### config.mk
export PLATFORM = sky130hd
export DESIGN_NAME = bridge_adc_sync_acquisition
export DESIGN_NICKNAME = d
export VERILOG_FILES = /design/src/verilog/bridge_adc_pkg.sv /design/src/verilog/bridge_adc_sync_acquisition.sv
export SDC_FILE = /design/constraint.sdc
export NUM_CORES = 2
export LEC_CHECK = 0
export BUFFER_PORTS_ARGS = -buffer_cell sky130_fd_sc_hd__buf_2
export CORE_AREA = 2 2 260 454
export CTS_CLUSTER_DIAMETER = 30
export DETAILED_ROUTE_END_ITERATION = 6
export DIE_AREA = 0 0 262 456
export MAX_ROUTING_LAYER = met4
export PLACE_DENSITY_LB_ADDON = 0.25
export SLEW_MARGIN = 20
export SYNTH_ARGS = -nofsm -noshare
export SYNTH_HDL_FRONTEND = slang
export SYNTH_SLANG_ARGS = --single-unit
### constraint.sdc
create_clock -name mclk -period 48.9 [get_ports mclk]
set_input_delay 4.89 -clock mclk [delete_from_list [all_inputs] [get_ports mclk]]
set_output_delay 4.89 -clock mclk [all_outputs]
set_load 0.1 [all_outputs]
### src/verilog/bridge_adc_pkg.sv
// Constants for the bridge converter acquisition block
package bridge_adc_pkg;
	// Clock and timing
	localparam logic [7:0] TICKS_PER_US = 8'hfa;
	localparam logic [15:0] SYNC_MIN_US = 16'h00c8;
	localparam logic [15:0] SYNC_MAX_US = 16'h07d0;
	localparam logic [15:0] JIT_SPLIT_US = 16'h05dc;
	localparam logic [7:0] JIT_SHORT_US = 8'h01;
	localparam logic [7:0] JIT_LONG_US = 8'h04;
	localparam logic [23:0] JIT_SHORT_TICKS = JIT_SHORT_US * TICKS_PER_US;
	localparam logic [23:0] JIT_LONG_TICKS = JIT_LONG_US * TICKS_PER_US;
	localparam logic [15:0] MS_P0_US = 16'h0032;
	localparam logic [15:0] MS_P1_US = 16'h0064;
	localparam logic [7:0] SETTLE_CYC = 8'h96;
	localparam logic [31:0] CLK_HZ_X10 = 32'h9502f900;
	// Register numbers
	localparam logic [15:0] REG_STATUS = 16'h0002;
	localparam logic [15:0] REG_RAW = 16'h0004;
	localparam logic [15:0] REG_SETUP = 16'h0010;
	localparam logic [15:0] REG_PERIOD = 16'h0012;
	localparam logic [15:0] REG_TRIM = 16'h0020;
	localparam logic [15:0] REG_RANGE = 16'h0641;
	localparam logic [15:0] REG_BPER = 16'h0643;
	localparam logic [15:0] REG_BCNT = 16'h0645;
	localparam logic [15:0] SLOT_BASE = 16'h05fe;
	// Reset values
	localparam logic [7:0] SETUP_RST = 8'h0d;
	localparam logic [15:0] PERIOD_RST = 16'h0190;
	localparam logic [7:0] TRIM_RST = 8'h7f;
	localparam logic [7:0] BPER_RST = 8'h00;
	localparam logic [3:0] BCNT_MAX = 4'ha;
	// Field codes
	localparam logic [3:0] RATE_SYNC = 4'he;
	localparam logic [3:0] RATE_RSVD = 4'hf;
	localparam logic [7:0] FM_MULTI = 8'h01;
	localparam logic [7:0] FM_BC = 8'hfe;
	localparam logic [31:0] RAW_INVALID = 32'hff800000;
	localparam logic [15:0] SLOT_INVALID = 16'h8000;
	localparam logic [23:0] RAW_NEG_INV = 24'h800000;
	localparam logic [23:0] RAW_NEG_FS = 24'h800001;
	localparam logic [23:0] RAW_POS_FS = 24'h7fffff;
	// Trim: 200 ppm per step, step / 5000 = step * 13422 >> 26
	localparam logic signed [7:0] TRIM_LO = -8'sh32;
	localparam logic signed [7:0] TRIM_HI = 8'sh32;
	localparam logic signed [7:0] SERIAL_MID = 8'sh32;
	localparam logic [7:0] TRIM_STEP_PPM = 8'hc8;
	localparam logic [15:0] TRIM_RECIP = 16'h346e;
	localparam int TRIM_SHIFT = 26;

	function automatic logic [31:0] rate_ticks(input logic [3:0] code);
		case (code)
			4'h0: rate_ticks = CLK_HZ_X10 / 32'h19;
			4'h1: rate_ticks = CLK_HZ_X10 / 32'h32;
			4'h2: rate_ticks = CLK_HZ_X10 / 32'h64;
			4'h3: rate_ticks = CLK_HZ_X10 / 32'h96;
			4'h4: rate_ticks = CLK_HZ_X10 / 32'hfa;
			4'h5: rate_ticks = CLK_HZ_X10 / 32'h12c;
			4'h6: rate_ticks = CLK_HZ_X10 / 32'h1f4;
			4'h7: rate_ticks = CLK_HZ_X10 / 32'h258;
			4'h8: rate_ticks = CLK_HZ_X10 / 32'h3e8;
			4'h9: rate_ticks = CLK_HZ_X10 / 32'h1388;
			4'ha: rate_ticks = CLK_HZ_X10 / 32'h2710;
			4'hb: rate_ticks = CLK_HZ_X10 / 32'h4e20;
			4'hc: rate_ticks = CLK_HZ_X10 / 32'h927c;
			4'hd: rate_ticks = CLK_HZ_X10 / 32'h124f8;
			default: rate_ticks = 32'h0;
		endcase
	endfunction : rate_ticks
endpackage : bridge_adc_pkg

### src/verilog/bridge_adc_sync_acquisition.sv
// Bridge converter control, backplane lock and sample readout
//
// Function
// - Sync mode chosen in setup byte; period must be 200..2000 us.
// - Period multiplying the backplane cycle, or dividing it at most 4 times, locks conversions.
// - In sync mode, status bit 2 set while unlockable or settling, cleared when locked.
// - Lock tolerance 1 us below 1500 us period, 4 us above.
// - Wait 150 backplane cycles after enable or period change.
// - Period register used only in sync mode, aligning conversions.
// - Trim shifts converter clock 200 ppm per step, -50..50.
// - Out-of-range trim uses (serial mod 100 - 50) times -200 ppm.
// - Trim scales the conversion rate by the same proportion.
// - Sync mode ignores trim and slaves conversions to the cycle.
// - Trim register keeps only the low byte written.
// - Supply failure or unconfigured: status bit 0, raw 0xff800000.
// - Status bit 1 reports open bridge seen during the cycle.
// - 24-bit sample sign-extended; code 0x800000 becomes 0x800001, open bridge reads 0x7fffff.
// - Burst range bits 0..2 decoded, bits 3..7 forced zero.
// - Burst period code 0 is 50 us, 1 is 100 us, rest reserved.
// - Only the configured count, up to 10, of burst values sent.
// - Data-rate code 1110 selects synchronous mode.
// - Bus-controller model never locks, holds the period itself.
`timescale 1ns/1ns
module bridge_adc_sync_acquisition (
	input wire logic mclk,
	input wire logic rst,
	input wire logic ce,
	input wire logic [15:0] reg_addr,
	input wire logic reg_wr,
	input wire logic reg_rd,
	input wire logic [31:0] reg_wdata,
	output logic [31:0] reg_rdata,
	output logic reg_ack,
	input wire logic [7:0] func_model,
	input wire logic [6:0] serial_mod100,
	input wire logic cycle_pin,
	input wire logic bridge_fail_pin,
	input wire logic io_fail_pin,
	input wire logic conv_ready,
	input wire logic [23:0] conv_result,
	input wire logic conv_open,
	output logic conv_start,
	output logic [2:0] conv_range,
	output logic [15:0] conv_shift_ppm,
	input wire logic stream_ready,
	output logic stream_valid,
	output logic [31:0] stream_data
);
	typedef enum logic [2:0] {
		DIV_IDLE = 3'b001,
		DIV_RUN = 3'b010,
		DIV_DONE = 3'b100
	} div_state_t;

	function automatic logic [4:0] slot_of(input logic [15:0] a);
		logic [15:0] d;
		d = a - bridge_adc_pkg::SLOT_BASE;
		slot_of = 5'h0;
		if (d[1:0] == 2'h0 && d[15:2] >= 14'h1 && d[15:2] <= 14'ha)
			slot_of = {1'b1, 4'(d[15:2] - 14'h1)};
	endfunction : slot_of

	// ----------------------------------------------------------
	// Registers and pin synchronisers
	// ----------------------------------------------------------
	logic [7:0] setup_q, trim_q, range_q, bper_q;
	logic [15:0] period_q;
	logic [3:0] bcnt_q;
	logic cfg_done_q, restart_q;
	logic [2:0] p1_q, p2_q, p3_q, pin_q;
	logic [31:0] raw_q;
	logic [2:0] stat_q;
	logic [15:0] slot_q [0:9];
	logic [4:0] rslot;

	always_ff @(posedge mclk)
		if (rst) begin
			p1_q <= 3'h0;
			p2_q <= 3'h0;
			p3_q <= 3'h0;
			pin_q <= 3'h0;
		end else if (ce) begin
			p1_q <= {io_fail_pin, bridge_fail_pin, cycle_pin};
			p2_q <= p1_q;
			p3_q <= p2_q;
			pin_q <= (p2_q & p3_q) | (pin_q & (p2_q | p3_q));
		end

	logic ms, sync_sel, bc, cfg_ok, inval;
	assign ms = func_model == bridge_adc_pkg::FM_MULTI;
	assign bc = func_model == bridge_adc_pkg::FM_BC;
	assign sync_sel = !ms && setup_q[3:0] == bridge_adc_pkg::RATE_SYNC;
	assign cfg_ok = cfg_done_q &&
		(ms || setup_q[3:0] != bridge_adc_pkg::RATE_RSVD);
	assign inval = pin_q[1] || pin_q[2] || !cfg_ok;

	always_ff @(posedge mclk)
		if (rst) begin
			setup_q <= bridge_adc_pkg::SETUP_RST;
			period_q <= bridge_adc_pkg::PERIOD_RST;
			trim_q <= bridge_adc_pkg::TRIM_RST;
			range_q <= 8'h0;
			bper_q <= bridge_adc_pkg::BPER_RST;
			bcnt_q <= bridge_adc_pkg::BCNT_MAX;
			cfg_done_q <= 1'b0;
			restart_q <= 1'b0;
		end else if (ce) begin
			restart_q <= 1'b0;
			if (reg_wr)
				case (reg_addr)
					bridge_adc_pkg::REG_SETUP:
					begin
						setup_q <= {1'b0, reg_wdata[6:0]};
						cfg_done_q <= 1'b1;
						restart_q <= reg_wdata[3:0] != setup_q[3:0];
					end
					bridge_adc_pkg::REG_PERIOD:
					begin
						period_q <= reg_wdata[15:0];
						restart_q <= reg_wdata[15:0] != period_q;
					end
					bridge_adc_pkg::REG_TRIM: trim_q <= reg_wdata[7:0];
					bridge_adc_pkg::REG_RANGE:
						range_q <= {5'h0, reg_wdata[2:0]};
					bridge_adc_pkg::REG_BPER: bper_q <= reg_wdata[7:0];
					bridge_adc_pkg::REG_BCNT:
						bcnt_q <= (reg_wdata[31:0] > 32'ha) ?
							bridge_adc_pkg::BCNT_MAX : reg_wdata[3:0];
					default: ;
				endcase
		end

	assign rslot = slot_of(reg_addr);
	always_ff @(posedge mclk)
		if (rst) begin
			reg_rdata <= 32'h0;
			reg_ack <= 1'b0;
		end else if (ce) begin
			reg_ack <= reg_rd || reg_wr;
			if (reg_rd)
				case (reg_addr)
					bridge_adc_pkg::REG_STATUS: reg_rdata <= {29'h0, stat_q};
					bridge_adc_pkg::REG_RAW: reg_rdata <= raw_q;
					bridge_adc_pkg::REG_SETUP: reg_rdata <= {24'h0, setup_q};
					bridge_adc_pkg::REG_PERIOD: reg_rdata <= {16'h0, period_q};
					bridge_adc_pkg::REG_TRIM: reg_rdata <= {24'h0, trim_q};
					bridge_adc_pkg::REG_RANGE: reg_rdata <= {24'h0, range_q};
					bridge_adc_pkg::REG_BPER: reg_rdata <= {24'h0, bper_q};
					bridge_adc_pkg::REG_BCNT: reg_rdata <= {28'h0, bcnt_q};
					default: reg_rdata <= rslot[4] ?
						{{16{slot_q[rslot[3:0]][15]}}, slot_q[rslot[3:0]]} : 32'h0;
				endcase
		end

	// ----------------------------------------------------------
	// Backplane cycle measurement and lock test
	// ----------------------------------------------------------
	logic cyc_stb, pin0_d_q;
	logic [23:0] cyc_cnt_q, cyc_len_q, a_q, b_q, sel_ticks, tol;
	logic [15:0] sel_us, quo_q, ratio_q, ph_q;
	logic lockable_q, per_gt_q, settled, locked, aligned;
	logic [7:0] settle_q;
	div_state_t div_q;

	assign cyc_stb = pin_q[0] && !pin0_d_q;
	assign sel_us = ms ? (bper_q == 8'h0 ? bridge_adc_pkg::MS_P0_US :
		(bper_q == 8'h1 ? bridge_adc_pkg::MS_P1_US : 16'h0)) : period_q;
	assign sel_ticks = 24'(sel_us) * 24'(bridge_adc_pkg::TICKS_PER_US);
	assign tol = (ms || sel_us < bridge_adc_pkg::JIT_SPLIT_US) ?
		bridge_adc_pkg::JIT_SHORT_TICKS : bridge_adc_pkg::JIT_LONG_TICKS;

	always_ff @(posedge mclk)
		if (rst) begin
			pin0_d_q <= 1'b0;
			cyc_cnt_q <= 24'h0;
			cyc_len_q <= 24'h0;
		end else if (ce) begin
			pin0_d_q <= pin_q[0];
			cyc_cnt_q <= cyc_stb ? 24'h0 : cyc_cnt_q + 24'h1;
			if (cyc_stb)
				cyc_len_q <= cyc_cnt_q + 24'h1;
		end

	always_ff @(posedge mclk)
		if (rst) begin
			div_q <= DIV_IDLE;
			a_q <= 24'h0;
			b_q <= 24'h0;
			quo_q <= 16'h0;
			ratio_q <= 16'h0;
			per_gt_q <= 1'b0;
			lockable_q <= 1'b0;
		end else if (ce)
			case (div_q)
				DIV_IDLE:
					if (cyc_stb && cyc_len_q != 24'h0) begin
						per_gt_q <= sel_ticks > cyc_len_q;
						a_q <= sel_ticks > cyc_len_q ? sel_ticks : cyc_len_q;
						b_q <= sel_ticks > cyc_len_q ? cyc_len_q : sel_ticks;
						quo_q <= 16'h0;
						div_q <= DIV_RUN;
					end
				DIV_RUN:
					if (b_q != 24'h0 && a_q >= b_q) begin
						a_q <= a_q - b_q;
						quo_q <= quo_q + 16'h1;
					end else
						div_q <= DIV_DONE;
				DIV_DONE:
				begin
					// Divisor or multiple within jitter tolerance
					lockable_q <= b_q != 24'h0 && (a_q <= tol ||
						b_q - a_q <= tol) && (ms || (period_q >=
						bridge_adc_pkg::SYNC_MIN_US && period_q <=
						bridge_adc_pkg::SYNC_MAX_US && 26'(sel_ticks) * 26'h4 >=
						26'(cyc_len_q)));
					ratio_q <= (a_q <= tol) ? quo_q : quo_q + 16'h1;
					div_q <= DIV_IDLE;
				end
				default: div_q <= DIV_IDLE;
			endcase

	// Settling counts backplane cycles after a rate-code or period change, or entry to sync mode
	always_ff @(posedge mclk)
		if (rst)
			settle_q <= 8'h0;
		else if (ce) begin
			if (restart_q || !sync_sel)
				settle_q <= 8'h0;
			else if (cyc_stb && !settled)
				settle_q <= settle_q + 8'h1;
		end

	assign settled = settle_q == bridge_adc_pkg::SETTLE_CYC;
	assign locked = ms ? lockable_q :
		(sync_sel && !bc && lockable_q && settled);
	assign aligned = cyc_stb && locked && (!per_gt_q || ph_q == 16'h0);

	always_ff @(posedge mclk)
		if (rst)
			ph_q <= 16'h0;
		else if (ce && cyc_stb)
			ph_q <= (ph_q + 16'h1 >= ratio_q) ? 16'h0 : ph_q + 16'h1;

	// ----------------------------------------------------------
	// Conversion timing and clock trim
	// ----------------------------------------------------------
	logic signed [7:0] step;
	logic [31:0] base, len, tmr_q;
	logic signed [63:0] corr;

	always_comb begin
		if ($signed(trim_q) >= bridge_adc_pkg::TRIM_LO &&
			$signed(trim_q) <= bridge_adc_pkg::TRIM_HI)
			step = $signed(trim_q);
		else
			step = bridge_adc_pkg::SERIAL_MID -
				$signed({1'b0, serial_mod100});
	end

	assign base = bridge_adc_pkg::rate_ticks(setup_q[3:0]);
	assign corr = ($signed(64'(base)) * 64'(signed'(step)) *
		64'(bridge_adc_pkg::TRIM_RECIP)) >>> bridge_adc_pkg::TRIM_SHIFT;
	assign len = (ms || sync_sel) ? 32'(sel_ticks) :
		base - 32'(corr);

	always_ff @(posedge mclk)
		if (rst) begin
			tmr_q <= 32'h0;
			conv_start <= 1'b0;
			conv_range <= 3'h0;
			conv_shift_ppm <= 16'h0;
		end else if (ce) begin
			conv_range <= ms ? range_q[2:0] : setup_q[6:4];
			conv_shift_ppm <= (ms || sync_sel) ? 16'h0 :
				16'(signed'(step)) * 16'(bridge_adc_pkg::TRIM_STEP_PPM);
			if (!cfg_ok || len == 32'h0) begin
				tmr_q <= 32'h0;
				conv_start <= 1'b0;
			end else if (aligned) begin
				tmr_q <= 32'h0;
				conv_start <= tmr_q > 32'(tol);
			end else if (tmr_q >= len - 32'h1) begin
				tmr_q <= 32'h0;
				conv_start <= 1'b1;
			end else begin
				tmr_q <= tmr_q + 32'h1;
				conv_start <= 1'b0;
			end
		end

	// ----------------------------------------------------------
	// Samples, status and burst slots
	// ----------------------------------------------------------
	logic [23:0] val;
	logic [15:0] ring_q [0:15];
	logic [3:0] wp_q, ncnv_q;
	logic open_acc_q;

	assign val = conv_open ? bridge_adc_pkg::RAW_POS_FS :
		(conv_result == bridge_adc_pkg::RAW_NEG_INV ?
		bridge_adc_pkg::RAW_NEG_FS : conv_result);

	always_ff @(posedge mclk)
		if (rst) begin
			raw_q <= bridge_adc_pkg::RAW_INVALID;
			stat_q <= 3'h1;
			open_acc_q <= 1'b0;
			wp_q <= 4'h0;
			ncnv_q <= 4'h0;
		end else if (ce) begin
			stat_q[0] <= inval;
			stat_q[2] <= sync_sel && !locked;
			if (inval)
				raw_q <= bridge_adc_pkg::RAW_INVALID;
			else if (conv_ready)
				raw_q <= {{8{val[23]}}, val};
			if (cyc_stb) begin
				stat_q[1] <= open_acc_q || (conv_ready && conv_open);
				open_acc_q <= conv_ready && conv_open;
			end else if (conv_ready && conv_open)
				open_acc_q <= 1'b1;
			if (conv_ready) begin
				wp_q <= wp_q + 4'h1;
				ring_q[wp_q] <= val[23:8];
			end
			if (cyc_stb)
				ncnv_q <= 4'h0;
			else if (conv_ready && ncnv_q != 4'hf)
				ncnv_q <= ncnv_q + 4'h1;
		end

	// Slot n holds the n-th of the last bcnt values of the cycle
	genvar gi;
	generate
		for (gi = 0; gi < 10; gi++) begin : g_slot
			always_ff @(posedge mclk)
				if (rst)
					slot_q[gi] <= bridge_adc_pkg::SLOT_INVALID;
				else if (ce && cyc_stb)
					slot_q[gi] <= (!ms || !lockable_q || inval ||
						4'(gi) >= bcnt_q || bcnt_q - 4'(gi) > ncnv_q) ?
						bridge_adc_pkg::SLOT_INVALID :
						ring_q[wp_q - bcnt_q + 4'(gi)];
		end
	endgenerate

	// ----------------------------------------------------------
	// Output stream through a two-entry skid buffer
	// ----------------------------------------------------------
	logic pend_q, em_q, in_valid, in_ready, skid_v_q;
	logic [3:0] em_idx_q;
	logic [31:0] in_data, skid_q;

	assign in_ready = !skid_v_q;
	assign in_valid = em_q || pend_q;
	assign in_data = em_q ? {{16{slot_q[em_idx_q][15]}}, slot_q[em_idx_q]} :
		raw_q;

	always_ff @(posedge mclk)
		if (rst) begin
			pend_q <= 1'b0;
			em_q <= 1'b0;
			em_idx_q <= 4'h0;
		end else if (ce) begin
			if (cyc_stb && !em_q) begin
				em_q <= ms && bcnt_q != 4'h0;
				em_idx_q <= 4'h0;
			end else if (em_q && in_ready) begin
				em_idx_q <= em_idx_q + 4'h1;
				if (em_idx_q == bcnt_q - 4'h1)
					em_q <= 1'b0;
			end
			if (!ms && conv_ready)
				pend_q <= 1'b1;
			else if (!em_q && in_ready)
				pend_q <= 1'b0;
		end

	always_ff @(posedge mclk)
		if (rst) begin
			stream_valid <= 1'b0;
			stream_data <= 32'h0;
			skid_v_q <= 1'b0;
			skid_q <= 32'h0;
		end else if (ce) begin
			if (!stream_valid || stream_ready) begin
				if (skid_v_q) begin
					stream_data <= skid_q;
					stream_valid <= 1'b1;
					skid_v_q <= 1'b0;
				end else begin
					stream_data <= in_data;
					stream_valid <= in_valid;
				end
			end else if (in_valid && in_ready) begin
				skid_q <= in_data;
				skid_v_q <= 1'b1;
			end
		end
endmodule : bridge_adc_sync_acquisition

# Word level (Yosys, flattened, before mapping)
# Memory sizes are Yosys's and may differ from the RTL's. A register that Yosys moved wholly into a read port is not among the register bits.
# Index checks and enable logic that the tools add are counted.
[word_totals]
register_bits = 419
ramBits = 416
rom_bits = 432
inputBits = 98
output_inout_bits = 86
elab_cells = 365
n_memories = 3
[mem_list]
columns = ["memory", "words", "word_bits", "read_ports", "rd_clocked_by_memory_dff", "wr", "line", "source"]
rows = [
  ["(no name shown)", 16, 27, 1, 1, 0, "bridge_adc_pkg.sv:51", "case (code)"],
  ["ring_q", 16, 16, 10, 0, 1, "bridge_adc_sync_acquisition.sv:296", "logic [15:0] ring_q [0:15];"],
  ["slot_q", 10, 16, 2, 1, 10, "bridge_adc_sync_acquisition.sv:73", "logic [15:0] slot_q [0:9];"],
]
[op_classes]
add_sub_neg = 34
multipliers = 4
n_lt_le_gt_ge = 36
eq_ne = 25
n_mux = 90
bitwise = 15
n_reduce_logical = 115
[ops]
columns = ["op", "n"]
rows = [
  ["16-bit 2-to-1 mux", 26],
  ["32-bit 2-to-1 mux", 9],
  ["32-bit case mux with 8 select lines", 1],
  ["24-bit 2-to-1 mux", 7],
  ["64-bit by 13-bit multiplier with 57-bit output (second input constant)", 1],
  ["16-bit by 11-bit == test with 1-bit output (second input constant)", 3],
  ["24-bit by 10-bit less-or-equal comparator with 1-bit output", 2],
  ["24-bit case mux with 2 select lines", 1],
  ["24-bit nonzero test", 2],
  ["24-bit subtractor", 2],
  ["33-bit by 8-bit multiplier with 41-bit output", 1],
  ["4-bit greater-than comparator", 10],
  ["1-bit logical OR", 36],
  ["4-bit 2-to-1 mux", 9],
  ["16-bit by 1-bit adder with 16-bit output (second input constant)", 2],
  ["32-bit by 1-bit adder with 32-bit output (second input constant)", 1],
  ["16-bit by 5-bit == test with 1-bit output (second input constant)", 2],
  ["32-bit >= comparator", 1],
  ["32-bit by 10-bit greater-than comparator with 1-bit output", 1],
  ["32-bit by 4-bit greater-than comparator with 1-bit output (second input constant)", 1],
  ["32-bit zero test", 1],
  ["16-bit case mux with 2 select lines", 1],
  ["32-bit by 1-bit subtractor with 32-bit output (second input constant)", 1],
  ["32-bit subtractor", 1],
  ["other kinds (67)", 197],
]

# Longest topological paths before layout
[logic_depth]
depth_word = 12
ltp_mapped = 82
mapped_depth_nobuf = 79

# Worst setup path before layout
# Ideal clock, no wire load.
[synth_path]
path_type = "input to register"
startpoint = "in serial_mod100[0]"
endpoint = "reg tmr_q[17]"
setup_time_ns = 0.074
arrival_time_ns = 20.904
required_ns = 48.826
slack_ns = 27.922
cell_stages = 74
path_buffers = 2
path_cell_list = "ha_1 > nor3_1 > nand3b_1 > xor2_1 > nor2_1 > nor2_1 > a21oi_1 > clkbuf_1 > nand2_1 > fa_1 > fa_1 > inv_1 > fa_1 > inv_1 > fa_1 > inv_1 > ha_1 > inv_1 > (+38 left out) > o32ai_2 > o2111ai_1 > or4_1 > xor2_1 > ha_1 > a21o_1 > a21o_1 > a21o_1 > a21oi_1 > nor2b_1 > o21ai_0 > nand4b_1 > a21o_1 > nor2_1 > o21ai_2 > buf_6 > or4_1 > a31oi_1"
[synth_between]
elab_chain_len = 11
word_cells_on_any_way = 13
classes_between = "3 x add/sub; 2 x mul; 1 x order compare; 5 x mux; 2 x reduce/logical"
[synth_lines]
columns = ["element", "line", "source"]
rows = [
  ["start: declaration", "bridge_adc_sync_acquisition.sv:35", "input wire logic [6:0] serial_mod100,"],
  ["6-bit by 7-bit subtractor with 8-bit output (*)", "bridge_adc_sync_acquisition.sv:257", "step = bridge_adc_pkg::SERIAL_MID -"],
  ["8-bit 2-to-1 mux (*)", "bridge_adc_sync_acquisition.sv:253", "if ($signed(trim_q) >= bridge_adc_pkg::TRIM_LO &&"],
  ["33-bit by 8-bit multiplier with 41-bit output (*)", "bridge_adc_sync_acquisition.sv:262", "assign corr = ($signed(64'(base)) * 64'(signed'(step)) *"],
  ["64-bit by 13-bit multiplier with 57-bit output (*)", "bridge_adc_sync_acquisition.sv:262", ""],
  ["32-bit subtractor (*)", "bridge_adc_sync_acquisition.sv:265", "base - 32'(corr);"],
  ["32-bit 2-to-1 mux (*)", "bridge_adc_sync_acquisition.sv:264", "assign len = (ms || sync_sel) ? 32'(sel_ticks) :"],
  ["32-bit by 1-bit subtractor with 32-bit output", "bridge_adc_sync_acquisition.sv:283", "end else if (tmr_q >= len - 32'h1) begin"],
  ["32-bit >= comparator", "bridge_adc_sync_acquisition.sv:283", ""],
  ["32-bit 2-to-1 mux", "bridge_adc_sync_acquisition.sv:283", ""],
  ["32-bit 2-to-1 mux", "bridge_adc_sync_acquisition.sv:280", "end else if (aligned) begin"],
  ["32-bit 2-to-1 mux (*)", "bridge_adc_sync_acquisition.sv:277", "if (!cfg_ok || len == 32'h0) begin"],
  ["end signal: assignment", "bridge_adc_sync_acquisition.sv:287", "tmr_q <= tmr_q + 32'h1;"],
  ["end: declaration", "bridge_adc_sync_acquisition.sv:249", "logic [31:0] base, len, tmr_q;"],
]
# Every way passes the cells marked *; elsewhere a longest branch is shown, timed or not.
# A chain may end at the register's enable or synchronous reset.

# Worst setup path in the final report
# Ends and elaborated chain as after synthesis.

==> flow_summary.yaml <==
finish:
  syn_to_final_growth_pct: 8.86
  fin_nets: 8714
  drive_gt1_share_pct: 13.8
  fin_util_pct: 70.5
critical_path:
  r2r-start: "trim_q[1]$_SDFFE_PP1P_"
  rr_worst_depth: 72
  slowest_delay_ns: 0.70
  path_delay_family: "compound AO/OA/AOI/OAI gates"
  critical_path_buf_inv_count: 11
  start_kind: "input pin"
  r2r-end: "tmr_q[17]$_SDFFE_PP0P_"
  crit_type: "in2reg"
  endpoint_kind: "register"
  cp.required_ns: 49.56
  slowest_stage: "or4b_2"
  crit_fanout: 40
  r2r_slack_ns: 29.08
  crit_arrival_ns: 23.43
logic_synthesis:
  ys_ff_latch: 830
  ys_warn_count: 0
  synth_ff_type: "edfxtp_1"
  synth_area_leaders: "edfxtp_1 (17%), mux4_2 (12%), fa_1 (11%)"
  synth_cell_type_count: 104
  synth_area_per_cell_um2: 9.83
  yosysMostFrequentCell: "inv_1"
  ys_async_sr_fraction_pct: 0
  synthTopCellsByCount: "inv_1 (842), nand2_1 (676), ha_1 (565), nor2_1 (565), fa_1 (423)"
  synth_top_area_share_pct: 16.7
  synth.yosys.seq_area_share_pct: 27.8
  synth-edff-count: 416
  yosys.area.top_type: "edfxtp_1"
  syn_area_mm2: 0.0749
  netlist_instances: 7619
routing:
  vias_per_cell: 6.71
  drc_errors: 0
  drt_wl_total_um: 246000
  num_vias: 62000
  drt_iter0_drc: 6269
  drtAntennaViolNets: 0
  drtPass1Iterations: 6
  routedWlPerCell_um: 26.6
run_status:
  status: "complete, no violations"
sta:
  hold_violations: 0
  fmax_mhz: 43.9
  clock_skew_ns: 0.0793
  setup-violations-final: 0
  period_minus_slack_ns: 22.77
  rsz0062_at_grt: "no"
  setup_tns_ns: 0
  maxSlewViolCount: 0
  timing.slew.headroom_pct: 20.7
  tightest_slew_ns: 1.19
  finalCritPeriodShare_pct: 46.6
  fin_hold_ws_ns: 0.449
cts:
  root_buffer: "clkbuf_16"
  clkSinkCount: 830
  cts_setup_buffers: 0
  ctsHoldBuffers: 0
  post_cts_resized: 0
  clock_latency_ns: 0.78
  cts_tree: "built"
  clockBufferDepth: 3
  numCtsBuffers: 115
  htreeDepth: 3
  path_clk_slew_ns: 0.06
min_path:
  holdCritStartpoint: "cfg_done_q$_SDFFE_PP0P_"
  hold_class: "reg2reg"
  min_to: "cfg_done_q$_SDFFE_PP0P_"
  hold_depth: 2
die:
  die_height_um: 456
  start_util_pct: 64.7
  die-area_mm2: 0.119
  io_pins: 184
  coreArea_mm2: 0.116
  row_count: 165
  dieWidth_um: 262
global_route:
  antenna_found_initial: 10
  grt_pass1_vias: 62900
  grt_max_degree: 123
  grt_pass1_wl_um: 368000
  overflow: 0
  grt.total_usage_pct: 42.5
place:
  dpl.hpwl_um: 181000
  io_buffer_count: 180
  gp_congestion: 1.03
job:
  maxCapViolCount: 0
## cell usage in the layout (no fill, tap or decap), types with 56 or more instances in the layout
cell type  synthesis  routed
a211oi_1         138     136
a21o_1           126     126
a21oi_1          396     394
a22oi_1           81      81
and2_1           183     183
and3_1            65      65
buf_2             10     178
buf_4             22     108
clkbuf_16          0     116
dfxtp_1          414     413
edfxtp_1         416     416
fa_1             423     422
ha_1             565     562
inv_1            842     839
mux2i_1          167     166
mux4_2           398     398
nand2_1          676     674
nand3_1          167     164
nand4_1           56      56
nor2_1           565     551
nor2b_1          173     172
nor3_1           115     108
nor4_1            68      67
o21ai_0          222     221
xnor2_1          193     182
xor2_1           132     130
## how the worst max path moves through the flow
stage,start,to,cells past startpoint
after floorplan,serial_mod100[0],tmr_q[17]$_SDFFE_PP0P_,74
after global placement,serial_mod100[0],tmr_q[25]$_SDFFE_PP0P_,73
after detailed placement,serial_mod100[0],tmr_q[17]$_SDFFE_PP0P_,74
after CTS,serial_mod100[0],tmr_q[17]$_SDFFE_PP0P_,74
after global routing,serial_mod100[0],tmr_q[17]$_SDFFE_PP0P_,75
final,serial_mod100[0],tmr_q[17]$_SDFFE_PP0P_,74
## metal layers
layer / track usage (%) / wire length, um
met2: 69.7 / 120000
met5: - / 0
met1: 41.4 / 75200
met3: 9.44 / 22700
met4: 38.8 / 27800
## flip-flops by register name, summed over array words and instances (netlist names), 13 cells and up, named ones only
signal,count
ph_q,16
tmr_q,32
a_q,24
ring_q,256
cyc_len_q,24
period_q,16
conv_shift_ppm,13
base,26
cyc_cnt_q,24
raw_q,24
reg_rdata,24
ratio_q,16
stream_data,24
skid_q,24
slot_q,160
quo_q,16
b_q,24
## area by class of cell
cell class / instances / area (um2)
multi-input cells: 5544 / 49800
fillers: 8590 / 34100
flip-flops and latches: 830 / 20800
inverters: 848 / 3190
clock buffers: 129 / 3000
well taps: 1503 / 1880
repair buffers: 289 / 1750
clock inverters: 88 / 1100
diodes: 11 / 27.5
## metrics by stage
step           cells  worst slack, ns  area, um2
2_1_floorplan   7621            27.92      74900
4_1_cts         9231            26.27      81400
3_5_place_dp    9014            25.60      77300
3_3_place_gp    9014            25.83      77300
5_1_grt         9240            24.99      81500
6_report        9242            26.13      81500
## tightest hold or removal path, cell delays in order, from the launching register on
cell,delay [ns]
dfxtp_1,0.31
inv_1,0.05
a21oi_1,0.05
## cells by family (layout without fill, tap and decap cells)
family,count (synthesis),in the layout,synth area share (%)
simple gates,2269,2269,14.6
other cells,1,14,0.00501
fa+ha+maj,988,988,20.8
compound gates,1370,1370,12.1
flops,830,830,27.8
mux,588,588,14.6
xor+xnor,326,326,3.82
buf+inv,1247,1354,6.39
Power is not shown: default switching activity piles up to over one toggle a cycle in this logic, so the estimate is an artifact.
